===== src/include/gsp_pkg.sv =====
// Shared constants and types for the gyro SPI host controller.
package gsp_pkg;
   // System clock and the fastest serial clock that the sensor accepts (10 MHz).
   localparam int CLK_PERIOD_NS = 10;
   localparam int SCLK_MIN_PERIOD_NS = 100;
   // Least half period of the serial clock, rounded up to whole system cycles.
   localparam int HALF_CYC = (SCLK_MIN_PERIOD_NS / 2 + CLK_PERIOD_NS - 1) / CLK_PERIOD_NS;

   // Frame layout.
   localparam int BYTE_BITS = 8;
   localparam int IDX_W = 6;
   localparam logic RW_WRITE = 1'b0;
   localparam logic RW_READ = 1'b1;

   // Burst data buffer.
   localparam int BUF_DEPTH = 16;
   localparam int BUF_AW = 4;
   localparam int LEN_W = 4;

   // APB slave.
   localparam int APB_AW = 12;
   localparam int APB_DW = 32;
   localparam logic [APB_AW-1:0] ADDR_CTRL = 12'h000;
   localparam logic [APB_AW-1:0] ADDR_STAT = 12'h004;
   localparam logic [APB_AW-1:0] ADDR_BUF = 12'h040;
   localparam logic [APB_AW-1:0] BUF_MASK = 12'h03c;

   // Control register fields.
   localparam int CTRL_START_BIT = 0;
   localparam int CTRL_3W_BIT = 1;
   localparam int CTRL_HOLD_BIT = 2;
   localparam int CTRL_RW_BIT = 3;
   localparam int CTRL_IDX_LSB = 8;
   localparam int CTRL_LEN_LSB = 16;

   // Status register fields.
   localparam int STAT_BUSY_BIT = 0;
   localparam int STAT_DONE_BIT = 1;

   // Reset values.
   localparam logic [APB_DW-1:0] RST_PRDATA = 32'h0000_0000;

   typedef enum logic [2:0] {
      GSP_IDLE,
      GSP_LEAD,
      GSP_LOW,
      GSP_HIGH,
      GSP_TAIL
   } gsp_state_t;
endpackage : gsp_pkg

===== src/core/gsp_buf.sv =====
// Small byte buffer holding burst data, with registered read data.
`timescale 1ns/1ps
module gsp_buf #(
   parameter int WIDTH = 8,
   parameter int DEPTH = 16,
   parameter int AW = 4
) (
   // Clock and reset.
   input wire logic i_clk,
   input wire logic i_rst_b,
   // Write port.
   input wire logic i_we,
   input wire logic [AW-1:0] i_waddr,
   input wire logic [WIDTH-1:0] i_wdata,
   // Read port.
   input wire logic [AW-1:0] i_raddr,
   output logic [WIDTH-1:0] o_rdata
);
   typedef struct packed {
      logic [DEPTH-1:0][WIDTH-1:0] mem;
      logic [WIDTH-1:0] rdata;
   } gsp_buf_regs_t;

   gsp_buf_regs_t r_reg;
   gsp_buf_regs_t r_next;

   always_comb begin
      r_next = r_reg;
      r_next.rdata = r_reg.mem[i_raddr];
      if (i_we) begin
         r_next.mem[i_waddr] = i_wdata;
      end
   end

   always_ff @(posedge i_clk or negedge i_rst_b) begin
      if (!i_rst_b) begin
         r_reg <= '0;
      end else begin
         r_reg <= r_next;
      end
   end

   assign o_rdata = r_reg.rdata;
endmodule : gsp_buf


===== src/core/gsp_host.sv =====
// SPI host controller for the gyro register port, commanded over APB.
//
// Overview of operation
// - Serial clock never runs faster than 10 MHz, in both wiring modes.
// - Software should set the sensor's I2C-block bit when the bus is shared.
// - Frame is 16 clocks for one byte, plus 8 per extra byte.
// - Bits start on falling clock edges; chip select rises after last bit.
// - First frame bit is direction: 0 writes, 1 reads.
// - Frame bits 2 to 7 carry the six-bit register index.
// - Frame bits 8 to 15 carry the data byte, MSB first.
// - Serial clock is at its idle level before chip select falls.
// - Bursts keep chip select low in 8-clock groups; raising it ends them.
// - In three-wire mode the data pin is shared and turned around.
// - In both wiring modes the first bit goes onto the pin as chip select falls.
//
// The APB interface to the registers and the placing of the registers were chosen for this implementation.
`timescale 1ns/1ps
module gsp_host
   import gsp_pkg::*;
#(
   parameter int HALF_CYC_P = gsp_pkg::HALF_CYC
) (
   // Clock and reset.
   input wire logic i_clk,
   input wire logic i_rst_b,
   // APB slave.
   input wire logic i_psel,
   input wire logic i_penable,
   input wire logic i_pwrite,
   input wire logic [gsp_pkg::APB_AW-1:0] i_paddr,
   input wire logic [gsp_pkg::APB_DW-1:0] i_pwdata,
   output logic [gsp_pkg::APB_DW-1:0] o_prdata,
   output logic o_pready,
   output logic o_pslverr,
   // Serial link to the sensor.
   output logic o_sclk,
   output logic o_cs_b,
   output logic o_sdi_o,
   output logic o_sdi_oe,
   input wire logic i_sdi_i,
   input wire logic i_sdo
);
   import gsp_pkg::*;

   localparam logic [3:0] HALF_LAST = 4'(HALF_CYC_P - 1);

   typedef struct packed {
      gsp_state_t st;
      logic [3:0] div;
      logic [2:0] bit_cnt;
      logic [4:0] byte_cnt;
      logic three_wire;
      logic hold;
      logic rw;
      logic [IDX_W-1:0] idx;
      logic [LEN_W-1:0] len;
      logic [BYTE_BITS-1:0] sh_tx;
      logic [BYTE_BITS-1:0] sh_rx;
      logic sclk;
      logic cs_b;
      logic sdi_o;
      logic sdi_oe;
      logic done;
      logic pready;
      logic pslverr;
      logic [APB_DW-1:0] prdata;
   } gsp_host_regs_t;

   gsp_host_regs_t r_reg;
   gsp_host_regs_t r_next;

   logic [1:0] pins_sync;
   logic din;
   logic busy;
   logic half_end;
   logic last_bit;
   logic done_set;
   logic done_clr;
   logic apb_wr;
   logic apb_acc;
   logic is_ctrl;
   logic is_stat;
   logic is_buf;
   logic mem_we;
   logic [BUF_AW-1:0] mem_waddr;
   logic [BYTE_BITS-1:0] mem_wdata;
   logic [BUF_AW-1:0] mem_raddr;
   logic [BYTE_BITS-1:0] mem_rdata;
   logic [APB_DW-1:0] rd;
   logic [BYTE_BITS-1:0] rx_byte;
   logic [4:0] last_byte;

   gsp_sync #(
      .WIDTH(2)
   ) u_sync (
      .i_clk(i_clk),
      .i_rst_b(i_rst_b),
      .i_async({i_sdi_i, i_sdo}),
      .o_sync(pins_sync)
   );

   gsp_buf #(
      .WIDTH(BYTE_BITS),
      .DEPTH(BUF_DEPTH),
      .AW(BUF_AW)
   ) u_buf (
      .i_clk(i_clk),
      .i_rst_b(i_rst_b),
      .i_we(mem_we),
      .i_waddr(mem_waddr),
      .i_wdata(mem_wdata),
      .i_raddr(mem_raddr),
      .o_rdata(mem_rdata)
   );

   always_comb begin
      r_next = r_reg;
      busy = (r_reg.st != GSP_IDLE);
      // In three-wire mode read data come back on the shared data pin.
      din = r_reg.three_wire ? pins_sync[1] : pins_sync[0];
      half_end = (r_reg.div == HALF_LAST);
      last_byte = 5'({1'b0, r_reg.len} + 5'd1);
      last_bit = (r_reg.bit_cnt == 3'd7) && (r_reg.byte_cnt == last_byte);
      rx_byte = {r_reg.sh_rx[BYTE_BITS-2:0], din};
      done_set = 1'b0;
      done_clr = 1'b0;
      mem_we = 1'b0;
      mem_waddr = '0;
      mem_wdata = '0;
      mem_raddr = r_reg.byte_cnt[BUF_AW-1:0];
      rd = '0;
      r_next.div = half_end ? 4'd0 : 4'(r_reg.div + 4'd1);

      // Address decode.
      is_ctrl = 1'b0;
      is_stat = 1'b0;
      is_buf = 1'b0;
      if (i_paddr == ADDR_CTRL) begin
         is_ctrl = 1'b1;
      end else if (i_paddr == ADDR_STAT) begin
         is_stat = 1'b1;
      end else if ((i_paddr & ~BUF_MASK) == ADDR_BUF) begin
         is_buf = 1'b1;
      end
      apb_acc = i_psel & i_penable & ~r_reg.pready;
      apb_wr = i_psel & i_penable & r_reg.pready & i_pwrite & ~r_reg.pslverr;

      case (r_reg.st)
         GSP_IDLE: begin
            r_next.div = '0;
            r_next.sclk = 1'b1;
            r_next.cs_b = 1'b1;
            // Buffer belongs to APB while the link is idle.
            mem_raddr = i_paddr[BUF_AW+1:2];
            if (apb_wr && is_buf) begin
               mem_we = 1'b1;
               mem_waddr = i_paddr[BUF_AW+1:2];
               mem_wdata = i_pwdata[BYTE_BITS-1:0];
            end
         end
         GSP_LEAD: begin
            if (half_end) begin
               r_next.st = GSP_LOW;
               r_next.sclk = 1'b0;
            end
         end
         GSP_LOW: begin
            if (half_end) begin
               r_next.st = GSP_HIGH;
               r_next.sclk = 1'b1;
               r_next.sh_rx = rx_byte;
               if (r_reg.rw == RW_READ && r_reg.byte_cnt != 5'd0 && r_reg.bit_cnt == 3'd7) begin
                  // Read data are valid from frame bit 8 on, and each byte lands here.
                  mem_we = 1'b1;
                  mem_waddr = BUF_AW'(r_reg.byte_cnt - 5'd1);
                  mem_wdata = rx_byte;
               end
            end
         end
         GSP_HIGH: begin
            if (half_end) begin
               if (last_bit) begin
                  // Chip select rises half a period after the last rising edge.
                  r_next.st = GSP_TAIL;
                  r_next.cs_b = 1'b1;
               end else begin
                  r_next.st = GSP_LOW;
                  r_next.sclk = 1'b0;
                  if (r_reg.bit_cnt == 3'd7) begin
                     // Next byte group of 8 clocks, chip select held low.
                     r_next.bit_cnt = 3'd0;
                     r_next.byte_cnt = 5'(r_reg.byte_cnt + 5'd1);
                     r_next.sh_tx = (r_reg.rw == RW_READ) ? '0 : mem_rdata;
                     if (r_reg.three_wire && r_reg.rw == RW_READ) begin
                        r_next.sdi_oe = 1'b0;
                     end
                  end else begin
                     r_next.bit_cnt = 3'(r_reg.bit_cnt + 3'd1);
                     r_next.sh_tx = {r_reg.sh_tx[BYTE_BITS-2:0], 1'b0};
                  end
               end
            end
         end
         GSP_TAIL: begin
            r_next.cs_b = 1'b1;
            if (half_end) begin
               r_next.st = GSP_IDLE;
               r_next.sdi_oe = 1'b1;
               done_set = 1'b1;
            end
         end
         default: begin
            r_next.st = GSP_IDLE;
         end
      endcase
      r_next.sdi_o = r_next.sh_tx[BYTE_BITS-1];

      // Register writes take effect on the edge where pready is seen high.
      if (apb_wr && is_ctrl && i_pwdata[CTRL_START_BIT]) begin
         r_next.three_wire = i_pwdata[CTRL_3W_BIT];
         r_next.hold = i_pwdata[CTRL_HOLD_BIT];
         r_next.rw = i_pwdata[CTRL_RW_BIT];
         r_next.idx = i_pwdata[CTRL_IDX_LSB +: IDX_W];
         r_next.len = i_pwdata[CTRL_LEN_LSB +: LEN_W];
         r_next.st = GSP_LEAD;
         r_next.div = '0;
         r_next.bit_cnt = '0;
         r_next.byte_cnt = '0;
         r_next.sh_rx = '0;
         // Clock is already idle high here, before chip select falls.
         r_next.sclk = 1'b1;
         r_next.cs_b = 1'b0;
         // Command byte: direction, address hold, index, with bit 7 presented first.
         r_next.sh_tx = {i_pwdata[CTRL_RW_BIT], i_pwdata[CTRL_HOLD_BIT], i_pwdata[CTRL_IDX_LSB +: IDX_W]};
         r_next.sdi_o = i_pwdata[CTRL_RW_BIT];
         r_next.sdi_oe = 1'b1;
      end else if (apb_wr && is_ctrl) begin
         r_next.three_wire = i_pwdata[CTRL_3W_BIT];
         r_next.hold = i_pwdata[CTRL_HOLD_BIT];
         r_next.rw = i_pwdata[CTRL_RW_BIT];
         r_next.idx = i_pwdata[CTRL_IDX_LSB +: IDX_W];
         r_next.len = i_pwdata[CTRL_LEN_LSB +: LEN_W];
      end
      if (apb_wr && is_stat && i_pwdata[STAT_DONE_BIT]) begin
         done_clr = 1'b1;
      end
      // A completion in the same cycle as its clear is kept.
      r_next.done = done_set | (r_reg.done & ~done_clr);

      // Read data and error are captured in the first access cycle.
      if (is_ctrl) begin
         rd[CTRL_3W_BIT] = r_reg.three_wire;
         rd[CTRL_HOLD_BIT] = r_reg.hold;
         rd[CTRL_RW_BIT] = r_reg.rw;
         rd[CTRL_IDX_LSB +: IDX_W] = r_reg.idx;
         rd[CTRL_LEN_LSB +: LEN_W] = r_reg.len;
      end else if (is_stat) begin
         rd[STAT_BUSY_BIT] = busy;
         rd[STAT_DONE_BIT] = r_reg.done;
      end else if (is_buf) begin
         rd[BYTE_BITS-1:0] = mem_rdata;
      end
      r_next.pready = apb_acc;
      if (apb_acc) begin
         r_next.pslverr = ~(is_ctrl | is_stat | is_buf) | (busy & (is_buf | (is_ctrl & i_pwrite)));
         r_next.prdata = i_pwrite ? '0 : rd;
      end else begin
         r_next.pslverr = 1'b0;
         r_next.prdata = '0;
      end
   end

   always_ff @(posedge i_clk or negedge i_rst_b) begin
      if (!i_rst_b) begin
         r_reg <= '0;
         r_reg.st <= GSP_IDLE;
         r_reg.sclk <= 1'b1;
         r_reg.cs_b <= 1'b1;
         r_reg.sdi_oe <= 1'b1;
         r_reg.three_wire <= 1'b0;
         r_reg.prdata <= RST_PRDATA;
      end else begin
         r_reg <= r_next;
      end
   end

   assign o_prdata = r_reg.prdata;
   assign o_pready = r_reg.pready;
   assign o_pslverr = r_reg.pslverr;
   assign o_sclk = r_reg.sclk;
   assign o_cs_b = r_reg.cs_b;
   assign o_sdi_o = r_reg.sdi_o;
   assign o_sdi_oe = r_reg.sdi_oe;
endmodule : gsp_host


===== src/core/gsp_sync.sv =====
// Two-flop synchroniser for pins that arrive from outside the clock domain.
`timescale 1ns/1ps
module gsp_sync #(
   parameter int WIDTH = 1
) (
   // Clock and reset.
   input wire logic i_clk,
   input wire logic i_rst_b,
   // Asynchronous levels in, synchronised levels out.
   input wire logic [WIDTH-1:0] i_async,
   output logic [WIDTH-1:0] o_sync
);
   typedef struct packed {
      logic [WIDTH-1:0] meta;
      logic [WIDTH-1:0] sync;
   } gsp_sync_regs_t;

   gsp_sync_regs_t r_reg;
   gsp_sync_regs_t r_next;

   always_comb begin
      r_next.meta = i_async;
      r_next.sync = r_reg.meta;
   end

   always_ff @(posedge i_clk or negedge i_rst_b) begin
      if (!i_rst_b) begin
         r_reg <= '0;
      end else begin
         r_reg <= r_next;
      end
   end

   assign o_sync = r_reg.sync;
endmodule : gsp_sync


===== config.mk =====
export PLATFORM = sky130hd
export DESIGN_NAME = gsp_host
export DESIGN_NICKNAME = d
export VERILOG_FILES = /design/src/include/gsp_pkg.sv /design/src/core/gsp_buf.sv /design/src/core/gsp_host.sv /design/src/core/gsp_sync.sv
export SDC_FILE = /design/constraint.sdc
export NUM_CORES = 1
export LEC_CHECK = 0
export ABC_AREA = 1
export BUFFER_PORTS_ARGS = -buffer_cell sky130_fd_sc_hd__buf_2
export CAP_MARGIN = 20
export CORE_AREA = 10 10 138 172
export DETAILED_ROUTE_END_ITERATION = 6
export DIE_AREA = 0 0 148 182
export PLACE_DENSITY = 0.76
export SKIP_CTS_REPAIR_TIMING = 1
export SYNTH_ARGS = -nofsm -noshare
export SYNTH_HDL_FRONTEND = slang
export SYNTH_SLANG_ARGS = --single-unit

===== constraint.sdc =====
create_clock -name i_clk -period 2 [get_ports i_clk]
set_input_delay 0.5 -clock i_clk [delete_from_list [all_inputs] [get_ports i_clk]]
set_output_delay 0.5 -clock i_clk [all_outputs]
set_load 0.01 [all_outputs]

==> run_summary.xml <==
<?xml version="1.0" encoding="UTF-8"?>
<metrics>
  <group name="status">
    <metric name="status" unit="">finished with violations</metric>
    <metric name="violations" unit="">design-rule violations, negative setup slack</metric>
  </group>
  <group name="run">
    <metric name="maxCapViolations" unit="">0</metric>
  </group>
  <group name="final_layout">
    <metric name="fin_cells" unit="">1970</metric>
    <metric name="antenna-diode-count" unit="">0</metric>
    <metric name="largest_register_ffs" unit="">128</metric>
    <metric name="flow.area_growth_from_synthesis" unit="%">39.44</metric>
    <metric name="final_nets" unit="">1739</metric>
    <metric name="final_layout_size_suffix_gt1_share" unit="%">32.25</metric>
    <metric name="fillers" unit="">1252</metric>
  </group>
  <group name="floorplan">
    <metric name="initial_core_util" unit="%">53.60</metric>
    <metric name="num_io_pins" unit="">89</metric>
    <metric name="dieHeight" unit="microns">182</metric>
    <metric name="std_cell_rows" unit="">59</metric>
    <metric name="fp.dieW" unit="microns">148</metric>
    <metric name="core-area" unit="sq um">20520</metric>
    <metric name="fp.dieArea" unit="sq um">26940</metric>
  </group>
  <group name="global_route">
    <metric name="vias_in_the_first_global_route" unit="">9828</metric>
    <metric name="globalRoute.totalOverflow" unit="">0</metric>
    <metric name="grt_antenna_before_repair" unit="">0</metric>
    <metric name="pin_count_of_the_biggest_net_entering_global_routing" unit="">59</metric>
    <metric name="grt_use_total" unit="%">22.32</metric>
    <metric name="grt_first_pass_wirelength" unit="microns">49470</metric>
  </group>
  <group name="critical_path">
    <metric name="worst_setup_path_endpoint" unit="">u_buf.r_reg[119]</metric>
    <metric name="crit_path_start_kind" unit="">flip-flop</metric>
    <metric name="crit_required" unit="ns">2.41</metric>
    <metric name="crit_path_capture_type" unit="">flip-flop</metric>
    <metric name="cp.buffers_inverters" unit="">5</metric>
    <metric name="rr_endpoint" unit="">u_buf.r_reg[119]</metric>
    <metric name="critical-path-slowest-cell" unit="">dfrtp_1</metric>
    <metric name="critical_path_max_stage_delay" unit="ns">0.40</metric>
    <metric name="crit_type" unit="">reg2reg</metric>
    <metric name="crit_start" unit="">r_reg[69]</metric>
    <metric name="path_cells" unit="">inv_2, ha_4, inv_2, nor2_1, nand2_1, nand2_2, nor2_4, buf_12, nand2_8, nand2_8, nand2_8, buf_12, nor2_4, clkbuf_16, nand2_2, o21ai_1</metric>
    <metric name="start_of_the_worst_register_to_register_path" unit="">r_reg[69]</metric>
    <metric name="crit_path_frequent_cell" unit="">nand2_8</metric>
    <metric name="path_depth" unit="">16</metric>
    <metric name="reg2reg_slack" unit="ns">-0.32</metric>
    <metric name="timing.reg2reg.worst_path_depth" unit="">16</metric>
    <metric name="crit_path_max_fanout" unit="">8</metric>
    <metric name="worstPathArrival" unit="ns">2.73</metric>
    <metric name="critical-path-top-delay-family" unit="">simple AND/OR/NAND/NOR gates</metric>
  </group>
  <group name="detailed_routing">
    <metric name="viasPerCell" unit="">5.979</metric>
    <metric name="detail_route.wirelength" unit="microns">42310</metric>
    <metric name="m1_wl" unit="microns">13890</metric>
    <metric name="wire_per_inst" unit="microns">21.48</metric>
    <metric name="route.vias.total" unit="">11780</metric>
    <metric name="remaining_drc_errors" unit="">42</metric>
    <metric name="top_layer_used" unit="">met4</metric>
    <metric name="met2_length" unit="microns">20090</metric>
    <metric name="route.met3.wl" unit="microns">4331</metric>
    <metric name="drtAntennaViolNets" unit="">0</metric>
    <metric name="drtIter0Drc" unit="">1637</metric>
    <metric name="detailedRoute.firstPassIterationCount" unit="">7</metric>
  </group>
  <group name="sta">
    <metric name="rsz_0062_raised_after_global_routing" unit="">true</metric>
    <metric name="tightestPinTransition" unit="ns">0.6992</metric>
    <metric name="finalHoldViolations" unit="">0</metric>
    <metric name="finalWorstSetupSlack" unit="ns">-0.3188</metric>
    <metric name="final-setup-viol-count" unit="">139</metric>
    <metric name="worst_hold_margin" unit="ns">0.09432</metric>
    <metric name="max_freq" unit="MHz">431.3</metric>
    <metric name="setup_tns" unit="ns">-24.02</metric>
    <metric name="final_max_slew_viol_count" unit="">0</metric>
    <metric name="layout_min_cycle_time" unit="ns">2.319</metric>
    <metric name="slew_headroom" unit="%">53.07</metric>
    <metric name="fin_worst_skew" unit="ns">0.01823</metric>
    <metric name="final.period_utilization" unit="%">115.9</metric>
  </group>
  <group name="synthesis">
    <metric name="synth.yosys.seq_area_share" unit="%">47.13</metric>
    <metric name="ys_types" unit="">36</metric>
    <metric name="post-synth-top-count-cell" unit="">nand2_1</metric>
    <metric name="post_synth.cell_area_avg" unit="sq um">7.362</metric>
    <metric name="synth.cells.most_frequent" unit="">521 x nand2_1, 223 x nand3_1, 217 x inv_1</metric>
    <metric name="dominant_synthesized_flop_cell" unit="">dfrtp_1</metric>
    <metric name="synth_edf_count" unit="">0</metric>
    <metric name="yosysTopAreaCellShare" unit="%">46.41</metric>
    <metric name="yosys_register_bits" unit="">207</metric>
    <metric name="synth-warning-count" unit="">0</metric>
    <metric name="synth_area" unit="sq um">11000</metric>
    <metric name="postSynthCellCount" unit="">1494</metric>
    <metric name="ys_top_cells_by_area" unit="">dfrtp_1 46%, nand2_1 18%, nand3_1 10%</metric>
    <metric name="largest_area_contributor_in_the_synthesized_netlist" unit="">dfrtp_1</metric>
    <metric name="synth-async-reset-ratio" unit="%">100.0</metric>
  </group>
  <group name="placement">
    <metric name="gp_congestion" unit="">0.9631</metric>
    <metric name="dpl.hpwl" unit="microns">21740</metric>
    <metric name="buffer_ports.inserted" unit="">60</metric>
    <metric name="post-place-ws" unit="ns">-0.4160</metric>
    <metric name="post-place-cells" unit="">1876</metric>
  </group>
  <group name="min_path">
    <metric name="min_delay_path_depth" unit="">1</metric>
    <metric name="holdCritPathClass" unit="">in2reg</metric>
  </group>
  <group name="cts">
    <metric name="cts.sink_count" unit="">207</metric>
    <metric name="tritoncts" unit="">yes</metric>
    <metric name="cts_buffers" unit="">22</metric>
    <metric name="worstSkewPairLatency" unit="ns">0.53</metric>
    <metric name="h-tree-depth" unit="">1</metric>
    <metric name="cts.clk_slew.worst_paths" unit="ns">0.07</metric>
    <metric name="cts.root.buffer_cell" unit="">clkbuf_16</metric>
    <metric name="clock_path_buffers" unit="">3</metric>
  </group>
  <group name="power">
    <metric name="leakage" unit="nW">7.752</metric>
    <metric name="power_total" unit="mW">13.15</metric>
    <metric name="p_per_area" unit="nW/um^2">857.3</metric>
    <metric name="power.ir.vdd_worst" unit="V">0.0007266</metric>
  </group>
</metrics>
## how the worst min path moves through the flow
stage	end	slack [ns]	from
after floorplan	o_prdata[0]	0.20	i_rst_b
after global placement	u_sync.o_sync[0]	0.33	u_sync.r_next[0]
after detailed placement	u_sync.o_sync[1]	0.34	u_sync.r_next[1]
after CTS	r_reg[69]	-0.11	i_rst_b
after global routing	u_sync.r_next[1]	0.09	i_sdi_i
final	u_sync.r_next[1]	0.09	i_sdi_i
## per-layer routing
metal | global-route usage (%) | vias to the layer above
met4 | 10.21 | 0
li1 | - | 4977
met2 | 39.71 | 930
met1 | 25.72 | 5527
met5 | 0 | -
met3 | 3.358 | 345
## layout by cell type, fill, tap and decap left out, drive strengths merged
master       count
nand2          546
nand3          226
buf            226
inv            218
dfrtp          204
o21ai           99
nor2            54
clkbuf          39
conb            14
nand4           10
nor3             8
ha               8
clkinv           8
clkinvlp         7
a21oi            6
xor2             6
bufinv           3
dfstp            3
nand3b           2
o211ai           2
o22ai            2
a221oi           1
and3             1
o31ai            1
a21boi           1
dlygate4sd3      1
## worst reg2reg max path: stages, from the launching register on
cell and delay [ns]:
dfrtp_1 0.40, inv_2 0.07, ha_4 0.16, inv_2 0.05, nor2_1 0.03, nand2_1 0.11
nand2_2 0.08, nor2_4 0.13, buf_12 0.18, nand2_8 0.10, nand2_8 0.14, nand2_8 0.09
buf_12 0.13, nor2_4 0.16, clkbuf_16 0.20, nand2_2 0.04, o21ai_1 0.13
## logic make-up (layout without fill, tap and decap cells)
logic type / Yosys count / in the layout / share of synthesized area (%)
AO/OA/AOI/OAI: 112 / 112 / 5.619
AND/OR/NAND/NOR: 843 / 847 / 33.26
XOR/XNOR: 6 / 6 / 0.4778
other: 1 / 14 / 0.03409
adder cells (fa/ha/maj): 8 / 8 / 0.9101
buffers and inverters: 317 / 502 / 12.57
flip-flops: 207 / 207 / 47.13
## where the power goes
group          leakage, nW  internal, mW  switching (mW)
Sequential            2.68          4.37           0.110
Clock                0.396          2.76            1.85
Combinational         4.68          1.31            2.75
Total                 7.75          8.44            4.71
## final cells by class
| cell class | count | area [sq um] | share of cell area (%) |
|---|---|---|---|
| clock buffers | 31 | 675.6 | 4.405 |
| clock inverters | 9 | 140.1 | 0.9137 |
| inverters | 227 | 925.9 | 6.037 |
| multi-input cells | 987 | 5650 | 36.84 |
| flip-flops and latches | 207 | 5185 | 33.81 |
| well taps | 274 | 342.8 | 2.235 |
| repair buffers | 235 | 2417 | 15.76 |
## through the flow
| stage | cell area (sq um) | util, % |
|---|---|---|
| 4_1_cts | 13220 | 64.42 |
| 3_5_place_dp | 12400 | 60.44 |
| 3_3_place_gp | 12400 | 60.44 |
| 5_1_grt | 15340 | 74.73 |
| 6_report | 15340 | 74.73 |
| 2_1_floorplan | 11050 | - |
Power figures use the tool's default switching activity.
